<file path="src/pkg/pin_task_event_pkg.sv">
// Purpose: Shared constants and types for the pin task/event channel block
// Assumes: Avalon-MM register access with 32-bit words, byte addresses
// Notes:   Field layout follows the channel configuration word

package pin_task_event_pkg;

  localparam int          NUM_CHANNELS  = 8;
  localparam int          NUM_PINS      = 32;
  localparam int          ADDR_W        = 12;

  // Register byte offsets
  localparam logic [11:0] OFS_INT_STATUS = 12'h100;
  localparam logic [11:0] OFS_INTEN      = 12'h300;
  localparam logic [11:0] OFS_INTEN_SET  = 12'h304;
  localparam logic [11:0] OFS_INTEN_CLR  = 12'h308;
  localparam logic [11:0] OFS_TASK_DRIVE = 12'h000;
  localparam logic [11:0] OFS_TASK_SET   = 12'h030;
  localparam logic [11:0] OFS_TASK_CLR   = 12'h060;
  localparam logic [11:0] OFS_CONFIG     = 12'h510;
  localparam logic [11:0] OFS_CONFIG_END = 12'h52C;

  // Configuration word fields
  localparam int          MODE_LSB      = 0;
  localparam int          PSEL_LSB      = 8;
  localparam int          SEL_LSB       = 16;
  localparam int          INIT_BIT      = 20;
  localparam logic [31:0] CONFIG_MASK   = 32'h00131F03;
  localparam logic [31:0] CONFIG_RESET  = 32'h00000000;

  // Mode encodings
  localparam logic [1:0]  MODE_DISABLED = 2'h0;
  localparam logic [1:0]  MODE_EVENT    = 2'h1;
  localparam logic [1:0]  MODE_TASK     = 2'h3;

  // Action / edge selection encodings
  localparam logic [1:0]  SEL_NONE      = 2'h0;
  localparam logic [1:0]  SEL_RISING    = 2'h1;
  localparam logic [1:0]  SEL_FALLING   = 2'h2;
  localparam logic [1:0]  SEL_TOGGLE    = 2'h3;

  typedef struct packed {
    logic       initial_output_level;
    logic [1:0] selection;
    logic [4:0] pin_select;
    logic [1:0] mode;
  } channel_cfg_s;

  // Pin bundle toward the pad / GPIO mux
  typedef struct packed {
    logic [31:0] out;
    logic [31:0] oe;
    logic [31:0] own;
  } pin_drive_s;

  typedef enum logic [0:0] {
    BUS_IDLE,
    BUS_DONE
  } bus_state_e;

endpackage

</file>
<file path="src/hdl/pin_task_event_unit.sv">
// Purpose: Eight pin task/event channels with Avalon-MM registers
// Assumes: Pins and GPIO output request are synchronous to core_clk
// Notes:   Every access answers with waitrequest high for one cycle

`timescale 1ns/1ps

// What this block does
// - Eight independent channels each governed by its own configuration word.
// - Mode 0 leaves the selected pin untouched under ordinary I/O control.
// - Mode 1 makes the pin an input and raises the channel event on the selected transition.
// - Mode 3 makes the selected pin an output driven by the channel's tasks.
// - In task mode the drive task applies the operation that the action selection encodes.
// - In task mode the channel owns the pin and ordinary I/O writes have no effect on it.
// - The pin select field picks which of pins 0 to 31 the channel acts on.
// - Task action codes: 0 nothing, 1 high, 2 low, 3 invert.
// - Event edge codes: 0 never, 1 rising, 2 falling, 3 any change.
// - The initial level bit sets the pin level on entering task mode and is ignored in event mode.
// - Interrupt enable set and clear words enable or disable each channel event and read back the state.
module pin_task_event_unit
  import pin_task_event_pkg::*;
#(
  parameter int N_CH = pin_task_event_pkg::NUM_CHANNELS
) (
  // Clock and reset
  input  wire logic                               core_clk,
  input  wire logic                               rst_n,
  // Avalon-MM slave
  input  wire logic [pin_task_event_pkg::ADDR_W-1:0] avs_address,
  input  wire logic                               avs_read,
  input  wire logic                               avs_write,
  input  wire logic [31:0]                        avs_writedata,
  input  wire logic [3:0]                         avs_byteenable,
  output logic      [31:0]                        avs_readdata,
  output logic                                    avs_waitrequest,
  // Pins
  input  wire logic [31:0]                        pin_in,
  input  wire logic [31:0]                        gpio_out,
  input  wire logic [31:0]                        gpio_oe,
  output logic      [31:0]                        pin_out,
  output logic      [31:0]                        pin_oe,
  output logic      [31:0]                        pin_owned,
  // Events and interrupt
  output logic      [N_CH-1:0]                    pin_event,
  output logic                                    irq
);

  import pin_task_event_pkg::*;

  initial begin
    if (N_CH < 1 || N_CH > 32) begin
      $error("N_CH must be 1 to 32");
    end
  end

  typedef struct packed {
    bus_state_e                  bus;
    logic [31:0]                 rdata;
    channel_cfg_s [N_CH-1:0]     cfg;
    logic [N_CH-1:0]             level;
    logic [N_CH-1:0]             prev_in;
    logic [N_CH-1:0]             evt;
    logic [N_CH-1:0]             status;
    logic [N_CH-1:0]             inten;
    pin_drive_s                  drive;
  } state_s;

  state_s state_reg;
  state_s state_next;
  logic   rst_meta_reg;
  logic   rst_sync_n_reg;

  ////////////////////////////////////////////////////////////////////////
  // Reset release through two flip-flops
  always_ff @(posedge core_clk or negedge rst_n) begin
    if (!rst_n) begin
      rst_meta_reg   <= 1'b0;
      rst_sync_n_reg <= 1'b0;
    end else begin
      rst_meta_reg   <= 1'b1;
      rst_sync_n_reg <= rst_meta_reg;
    end
  end

  ////////////////////////////////////////////////////////////////////////
  // Next state
  always_comb begin
    logic        acc;
    logic        wr;
    logic [31:0] wmask;
    logic [31:0] wval;
    logic        cur_in;
    logic        rise;
    logic        fall;
    logic [N_CH-1:0] read_clr;
    logic [11:0] ch_ofs;
    acc        = 1'b0;
    wr         = 1'b0;
    wmask      = 32'h00000000;
    wval       = 32'h00000000;
    cur_in     = 1'b0;
    rise       = 1'b0;
    fall       = 1'b0;
    read_clr   = '0;
    ch_ofs     = 12'h000;
    state_next = state_reg;
    // Reads are captured in the first cycle so the data stands when waitrequest drops
    acc        = (avs_read || avs_write) && (state_reg.bus == BUS_IDLE);
    // Writes land only at the edge where waitrequest is low, as the master expects
    // Taking them earlier would let a write act before the bus has accepted it
    wr         = avs_write && (state_reg.bus == BUS_DONE);
    wmask      = {{8{avs_byteenable[3]}}, {8{avs_byteenable[2]}},
                  {8{avs_byteenable[1]}}, {8{avs_byteenable[0]}}};
    wval       = avs_writedata & wmask;

    // Bus handshake: one wait cycle then answer
    unique case (state_reg.bus)
      BUS_IDLE: begin
        if (avs_read || avs_write) begin
          state_next.bus = BUS_DONE;
        end
      end
      BUS_DONE: begin
        state_next.bus = BUS_IDLE;
      end
    endcase

    // Read data capture; unmapped addresses read zero
    if (acc && avs_read) begin
      state_next.rdata = 32'h00000000;
      if (avs_address == OFS_INTEN || avs_address == OFS_INTEN_SET || avs_address == OFS_INTEN_CLR) begin
        state_next.rdata[N_CH-1:0] = state_reg.inten;
      end else if (avs_address == OFS_INT_STATUS) begin
        state_next.rdata[N_CH-1:0] = state_reg.status;
        read_clr = state_reg.status;
      end else if (avs_address >= OFS_CONFIG && avs_address <= OFS_CONFIG_END && avs_address[1:0] == 2'h0) begin
        ch_ofs = avs_address - OFS_CONFIG;
        if (ch_ofs[11:2] < 10'(N_CH)) begin
          state_next.rdata = 32'(state_reg.cfg[ch_ofs[4:2]].mode) << MODE_LSB
                           | 32'(state_reg.cfg[ch_ofs[4:2]].pin_select) << PSEL_LSB
                           | 32'(state_reg.cfg[ch_ofs[4:2]].selection) << SEL_LSB
                           | 32'(state_reg.cfg[ch_ofs[4:2]].initial_output_level) << INIT_BIT;
        end
      end
    end

    if (wr && avs_address == OFS_INTEN) begin
      state_next.inten = wval[N_CH-1:0];
    end
    if (wr && avs_address == OFS_INTEN_SET) begin
      state_next.inten = state_reg.inten | wval[N_CH-1:0];
    end
    if (wr && avs_address == OFS_INTEN_CLR) begin
      state_next.inten = state_reg.inten & ~wval[N_CH-1:0];
    end

    state_next.evt = '0;
    for (int n = 0; n < N_CH; n++) begin
      if (wr && avs_address == OFS_CONFIG + 12'(4 * n)) begin
        state_next.cfg[n] = channel_cfg_s'({(avs_writedata[INIT_BIT] && avs_byteenable[2]) ?
                              1'b1 : (avs_byteenable[2] ? 1'b0 : state_reg.cfg[n].initial_output_level),
                              avs_byteenable[2] ? avs_writedata[SEL_LSB +: 2] : state_reg.cfg[n].selection,
                              avs_byteenable[1] ? avs_writedata[PSEL_LSB +: 5] : state_reg.cfg[n].pin_select,
                              avs_byteenable[0] ? avs_writedata[MODE_LSB +: 2] : state_reg.cfg[n].mode});
        // Load initial level on task config
        if (state_next.cfg[n].mode == MODE_TASK) begin
          state_next.level[n] = state_next.cfg[n].initial_output_level;
        end
      end else if (state_reg.cfg[n].mode == MODE_TASK) begin
        if (wr && avs_address == OFS_TASK_DRIVE + 12'(4 * n) && avs_writedata[0]) begin
          unique case (state_reg.cfg[n].selection)
            SEL_NONE:    state_next.level[n] = state_reg.level[n];
            SEL_RISING:  state_next.level[n] = 1'b1;
            SEL_FALLING: state_next.level[n] = 1'b0;
            SEL_TOGGLE:  state_next.level[n] = ~state_reg.level[n];
          endcase
        end
        if (wr && avs_address == OFS_TASK_SET + 12'(4 * n) && avs_writedata[0]) begin
          state_next.level[n] = 1'b1;
        end
        if (wr && avs_address == OFS_TASK_CLR + 12'(4 * n) && avs_writedata[0]) begin
          state_next.level[n] = 1'b0;
        end
      end

      // Selected pin sample
      // The edge compares the pin in use now against its own earlier sample
      cur_in = pin_in[state_reg.cfg[n].pin_select];
      // History follows the pin selected for the next cycle
      // Hazard avoided: a new pin select would otherwise compare two different pins
      // and raise a false edge event right after reconfiguration
      state_next.prev_in[n] = pin_in[state_next.cfg[n].pin_select];
      rise = cur_in && !state_reg.prev_in[n];
      fall = !cur_in && state_reg.prev_in[n];
      if (state_reg.cfg[n].mode == MODE_EVENT) begin
        unique case (state_reg.cfg[n].selection)
          SEL_NONE:    state_next.evt[n] = 1'b0;
          SEL_RISING:  state_next.evt[n] = rise;
          SEL_FALLING: state_next.evt[n] = fall;
          SEL_TOGGLE:  state_next.evt[n] = rise || fall;
        endcase
      end
    end

    // Sticky status: new events win over read clear
    state_next.status = (state_reg.status & ~read_clr) | state_reg.evt;

    state_next.drive.out = gpio_out;
    state_next.drive.oe  = gpio_oe;
    state_next.drive.own = 32'h00000000;
    for (int n = 0; n < N_CH; n++) begin
      if (state_reg.cfg[n].mode == MODE_TASK) begin
        state_next.drive.out[state_reg.cfg[n].pin_select] = state_next.level[n];
        state_next.drive.oe[state_reg.cfg[n].pin_select]  = 1'b1;
        state_next.drive.own[state_reg.cfg[n].pin_select] = 1'b1;
      end else if (state_reg.cfg[n].mode == MODE_EVENT) begin
        state_next.drive.oe[state_reg.cfg[n].pin_select]  = 1'b0;
        state_next.drive.own[state_reg.cfg[n].pin_select] = 1'b1;
      end
    end
  end

  ////////////////////////////////////////////////////////////////////////
  // State register
  always_ff @(posedge core_clk or negedge rst_sync_n_reg) begin
    if (!rst_sync_n_reg) begin
      state_reg <= '0;
    end else begin
      state_reg <= state_next;
    end
  end

  ////////////////////////////////////////////////////////////////////////
  // Outputs
  assign avs_waitrequest = (avs_read || avs_write) && (state_reg.bus == BUS_IDLE);
  assign avs_readdata    = state_reg.rdata;
  assign pin_out         = state_reg.drive.out;
  assign pin_oe          = state_reg.drive.oe;
  assign pin_owned       = state_reg.drive.own;
  assign pin_event       = state_reg.evt;
  assign irq             = |(state_reg.status & state_reg.inten);

endmodule // pin_task_event_unit

</file>
<file path="config.mk">
export PLATFORM = sky130hd
export DESIGN_NAME = pin_task_event_unit
export DESIGN_NICKNAME = d
export VERILOG_FILES = /design/src/pkg/pin_task_event_pkg.sv /design/src/hdl/pin_task_event_unit.sv
export SDC_FILE = /design/constraint.sdc
export NUM_CORES = 1
export LEC_CHECK = 0
export BUFFER_PORTS_ARGS = -buffer_cell sky130_fd_sc_hd__buf_2
export CAP_MARGIN = 20
export CORE_UTILIZATION = 60
export DETAILED_ROUTE_END_ITERATION = 10
export GPL_TIMING_DRIVEN = 0
export PLACE_DENSITY = 0.82
export SLEW_MARGIN = 20
export SYNTH_ARGS = -nofsm -noshare
export SYNTH_HDL_FRONTEND = slang
export SYNTH_SLANG_ARGS = --single-unit
export TNS_END_PERCENT = 1
</file>
<file path="constraint.sdc">
create_clock -name core_clk -period 10.89 [get_ports core_clk]
set_input_delay 1.089 -clock core_clk [delete_from_list [all_inputs] [get_ports core_clk]]
set_output_delay 1.089 -clock core_clk [all_outputs]
set_load 0.02 [all_outputs]
</file>
==> results.cfg, run 1 <==
[outcome]
status = aborted with a tool error
stop_stage = global routing (5_1_grt)
first-error = [ERROR GRT-0116] Global routing finished with congestion. Check the congestion regions in the DRC Viewer.

[floorplan]
io_pins = 286
die_h_um = 205.6
die_w_um = 205.6
rows = 74
start_util_pct = 60.94

[clocking]
post_cts_buffers = 0
htree_num_levels = 1
cts.path.max_buffers = 3
post_cts_resized = 0
cts_root_buffer = clkbuf_16
cts_buffers = 28
cts_hold_buf = 0
clock-sinks = 235

[yosys]
ys_warn_count = 0
synth-seq-cells = 235
synth_top_area_share_pct = 23.63
ys.flop_type = dfrtp_1
synthCells = 3139
synth_top_area_cell = dfrtp_1
synth_edf_count = 0
synth_area_per_cell_um2 = 7.927
synth.top_cells.by_area = dfrtp_1 (24%), mux4_2 (7.6%), mux2i_1 (6.5%)
ys_types = 103
synthesis.area_um2 = 24880
ys_seq_area_share_pct = 23.63
async_flop_share_pct = 100.0

[global_route]
grt_overflow_total = 5
grt_max_degree = 65
first_global_vias = 31298
grt_use_total_pct = 65.79
grt_pass1_wl_um = 201700

[placement]
gp_congestion = 1.470
io_buffers = 242
post-place-ws_ns = 4.971
hpwl_um = 98240
## Yosys cell counts, drive strengths merged, types with 23 or more instances
cell type / instances
nor3b: 29
a211oi: 52
o211ai: 38
o22ai: 63
o221ai: 31
clkbuf: 224
a221oi: 28
inv: 66
a31oi: 37
nand3: 81
nand3b: 29
mux4: 84
nor3: 58
o21ai: 177
a21oi: 167
nand4: 39
and3: 34
or3b: 23
and2: 25
a22oi: 45
mux2: 92
nand2: 389
nand2b: 45
buf: 178
mux2i: 166
dfrtp: 235
and3b: 25
nor2: 332
nor4: 32
## per-layer routing
layer / GRT overflow / global-route usage (%)
met1: 0 / 69.63
met2: 0 / 76.98
met3: 1 / 54.69
met4: 4 / 55.50
met5: 0 / 39.76
## cells by family after synthesis
logic type,share of synthesized area (%)
xor gates and xnor gates,0.03521
DFF,23.63
adders and majority gates,1.056
AOI/OAI and AO/OA,22.62
muxes,18.52
other,0.03018
buffers and inverters,9.539
and+or+nand+nor,24.56
## per-stage QoR
step	hold WS, ns	area (um2)	std cells
global placement	0.3364	26820	3928
detailed placement	0.1918	26950	3932
floorplan	0.3312	24940	3154
CTS	0.1968	27910	3984
==> run 2, diff against run 1 <==
--- a/config.mk
+++ b/config.mk
@@ -7,10 +7,10 @@
 export LEC_CHECK = 0
 export BUFFER_PORTS_ARGS = -buffer_cell sky130_fd_sc_hd__buf_2
 export CAP_MARGIN = 20
-export CORE_UTILIZATION = 60
+export CORE_UTILIZATION = 40
 export DETAILED_ROUTE_END_ITERATION = 10
 export GPL_TIMING_DRIVEN = 0
-export PLACE_DENSITY = 0.82
+export PLACE_DENSITY_LB_ADDON = 0.15
 export SLEW_MARGIN = 20
 export SYNTH_ARGS = -nofsm -noshare
 export SYNTH_HDL_FRONTEND = slang
==> run 2 against run 1 <==
Net effect:
- the flow now finishes without violations
- synthesized area did not move
- synthesized cell count did not move
==> results.cfg, run 2 <==
[outcome]
status = finished, final reports clean

[run]
drv_cap = 0

[power]
power.net_switching_uw = 669.8
ir_drop_mv = 0.08611
p_comb_share_pct = 16.4
seq_power_share_pct = 39.9
p_sw_share_pct = 29.76
p_int_uw = 1581
clkPwrFrac_pct = 43.7
p_per_area_nw_per_um2 = 78.99
total_leakage_power_uw = 0.01164

[sta]
fin_crit_sh_pct = 51.52
hold_viol_final = 0
period_minus_slack_ns = 5.610
finalSetupViolCount = 0
finClkSkew_ns = 0.04302
worst_pin_slew_ns = 1.388
fmax_mhz = 178.2
max_slew_margin_pct = 7.265
setup_tns_ns = 0
maxSlewViolCount = 0
rsz0062_at_grt = no

[floorplan]
die_w_um = 251.4
core-area_um2 = 61600
rows = 91
start_util_pct = 40.40
die_h_um = 251.4
io_pins = 286
die_area_um2 = 63210

[finish]
drive_above_1_share_pct = 21.28
multi_input_area_um2 = 16820
layout_common_cells = nand2_1 (387), nor2_1 (326), buf_2 (260)
fillCellCount = 6289
seq_area_um2 = 5884
areaGrowthSynthToFinish_pct = 14.50
largest_reg_flops = 113
final_util_pct = 46.25
final_common_cell = nand2_1
nets = 3610

[global_route]
antenna_found_initial = 20
grt_max_degree = 62
first_global_vias = 27581
grt_overflow_total = 0
grt_use_total_pct = 51.29
grt_pass1_wl_um = 224100

[setup_path]
path_cells = buf_2 -> inv_1 -> clkbuf_2 -> ha_1 -> nor4b_1 -> a31oi_1 -> o41ai_1 -> o21a_1 -> clkbuf_1 -> clkbuf_1 -> o31ai_1 -> o221ai_1 -> a221oi_1
crit_buf_inv = 5
arrival_ns = 6.04
worstPathRequired_ns = 11.32
max_stage_delay_ns = 0.81
cp_slowest_cell = clkbuf_1
cp_top_family = buffers and inverters
cp-end-kind = flip-flop
cp_common_cell = clkbuf_1
crit_fanout = 12
cp-start-kind = primary input
critPathKind = in2reg

[yosys]
synth-simple-area-share_pct = 24.56
synthAdderAreaFrac_pct = 1.056
synth_area_per_cell_um2 = 7.927
synthMuxAreaShare_pct = 18.52
synth-seq-cells = 235
synth_top_area_share_pct = 23.63
synthCells = 3139
ys_types = 103
async_flop_share_pct = 100.0
yosysMostFrequentCell = nand2_1
ys_warn_count = 0
synthXorXnorAreaFrac_pct = 0.03520
synth_top_area_cell = dfrtp_1
synth_edf_count = 0
synth_top_family_by_area = simple AND/OR/NAND/NOR gates
ys_seq_area_share_pct = 23.63
ys.flop_type = dfrtp_1
synth.top_cells.by_area = dfrtp_1 (24%), mux4_2 (7.6%), mux2i_1 (6.5%)
synthesis.area_um2 = 24880
synth_compound_area_share_pct = 22.62
synth_commonest_cells = nand2_1 (387), nor2_1 (329), dfrtp_1 (235), clkbuf_1 (221), o21ai_0 (174)

[placement]
hpwl_um = 132300
io_buffers = 242
gp_congestion = 1.125

[route]
drc = 0
routed_wl_um = 166800
drt_iter0_markers = 4853
dr.pass1.iters = 7
vias = 30515
drt-vias-per-instance = 7.080
ant_nets = 0
wl_per_cell_um = 38.71

[clocking]
post_cts_resized = 0
htree_num_levels = 1
cts_root_buffer = clkbuf_16
cts.clk_slew.worst_paths_ns = 0.06
worstSkewPairLatency_ns = 0.64
cts_buffers = 28
cts.path.max_buffers = 3
cts_hold_buf = 0
tritoncts = built
clock-sinks = 235
post_cts_buffers = 0

[worst_hold_path]
hold_path.class = in2async
-- run 2: per-stage QoR --
stage | total power, uW | hold slack, ns | cell area, um2 | std cells | worst slack, ns
final | 2251 | 0.2622 | 28490 | 4310 | 5.280
after detailed placement | 1260 | 0.3512 | 27490 | 4247 | 4.692
after CTS | 2236 | 0.2458 | 28420 | 4295 | 5.307
after floorplan | 1108 | 0.3312 | 24940 | 3154 | 3.856
after global routing | 2298 | 0.2551 | 28460 | 4297 | 5.366
after global placement | 1255 | 0.3428 | 27200 | 4233 | 1.181
-- run 2: path summary, 6_finish.rpt --
kind                                          start                  endpoint  slack, ns  depth (start not counted)
setup / recovery                     avs_address[4]     pin_out[13]$_DFF_PN0_       5.28                         13
hold / removal                                rst_n  rst_sync_n_reg$_DFF_PN0_       0.26                          1
setup reg to reg           state_reg[192]$_DFF_PN0_    pin_event[5]$_DFF_PN0_       5.59                         11
hold reg to reg              rst_meta_reg$_DFF_PN0_  rst_sync_n_reg$_DFF_PN0_       0.36                          0
max in group asynchronous  rst_sync_n_reg$_DFF_PN0_  state_reg[109]$_DFF_PN0_       9.50                          2
min in group core_clk        rst_meta_reg$_DFF_PN0_  rst_sync_n_reg$_DFF_PN0_       0.36                          0
-- run 2: area by class of cell --
type | count | share of cell area (%)
Antenna cell | 14 | 0.1230
Buffer | 402 | 7.400
Clock buffer | 36 | 2.670
Clock inverter | 12 | 0.5929
Inverter | 72 | 0.9530
Multi-Input combinational cell | 2445 | 59.03
Sequential cell | 235 | 20.65
Tap cell | 837 | 3.676
Timing Repair Buffer | 257 | 4.901
-- run 2: power by group through the flow --
stage	registers [uW]	clock network (uW)	logic [uW]
floorplan	920	0	188
global placement	926	0	328
detailed placement	913	0	347
CTS	898	989	349
global route	899	1020	376
finish	898	985	368
-- run 2: layer usage --
metal | GRT usage, % | wire [um] | up-vias
met2 | 69.73 | 64410 | 2915
li1 | - | - | 12238
met5 | 0.5405 | 126 | -
met3 | 22.12 | 25930 | 774
met4 | 37.56 | 14940 | 17
met1 | 63.95 | 61410 | 14571
-- run 2: cells by family after synthesis --
kind of cell             Yosys count
other                              2
buffers and inverters            474
AO/OA/AOI/OAI                    838
AND/OR/NAND/NOR                 1226
multiplexers                     342
XOR/XNOR                           1
adder cells (fa/ha/maj)           21
flip-flops                       235
(Power assumes the default switching activity.)
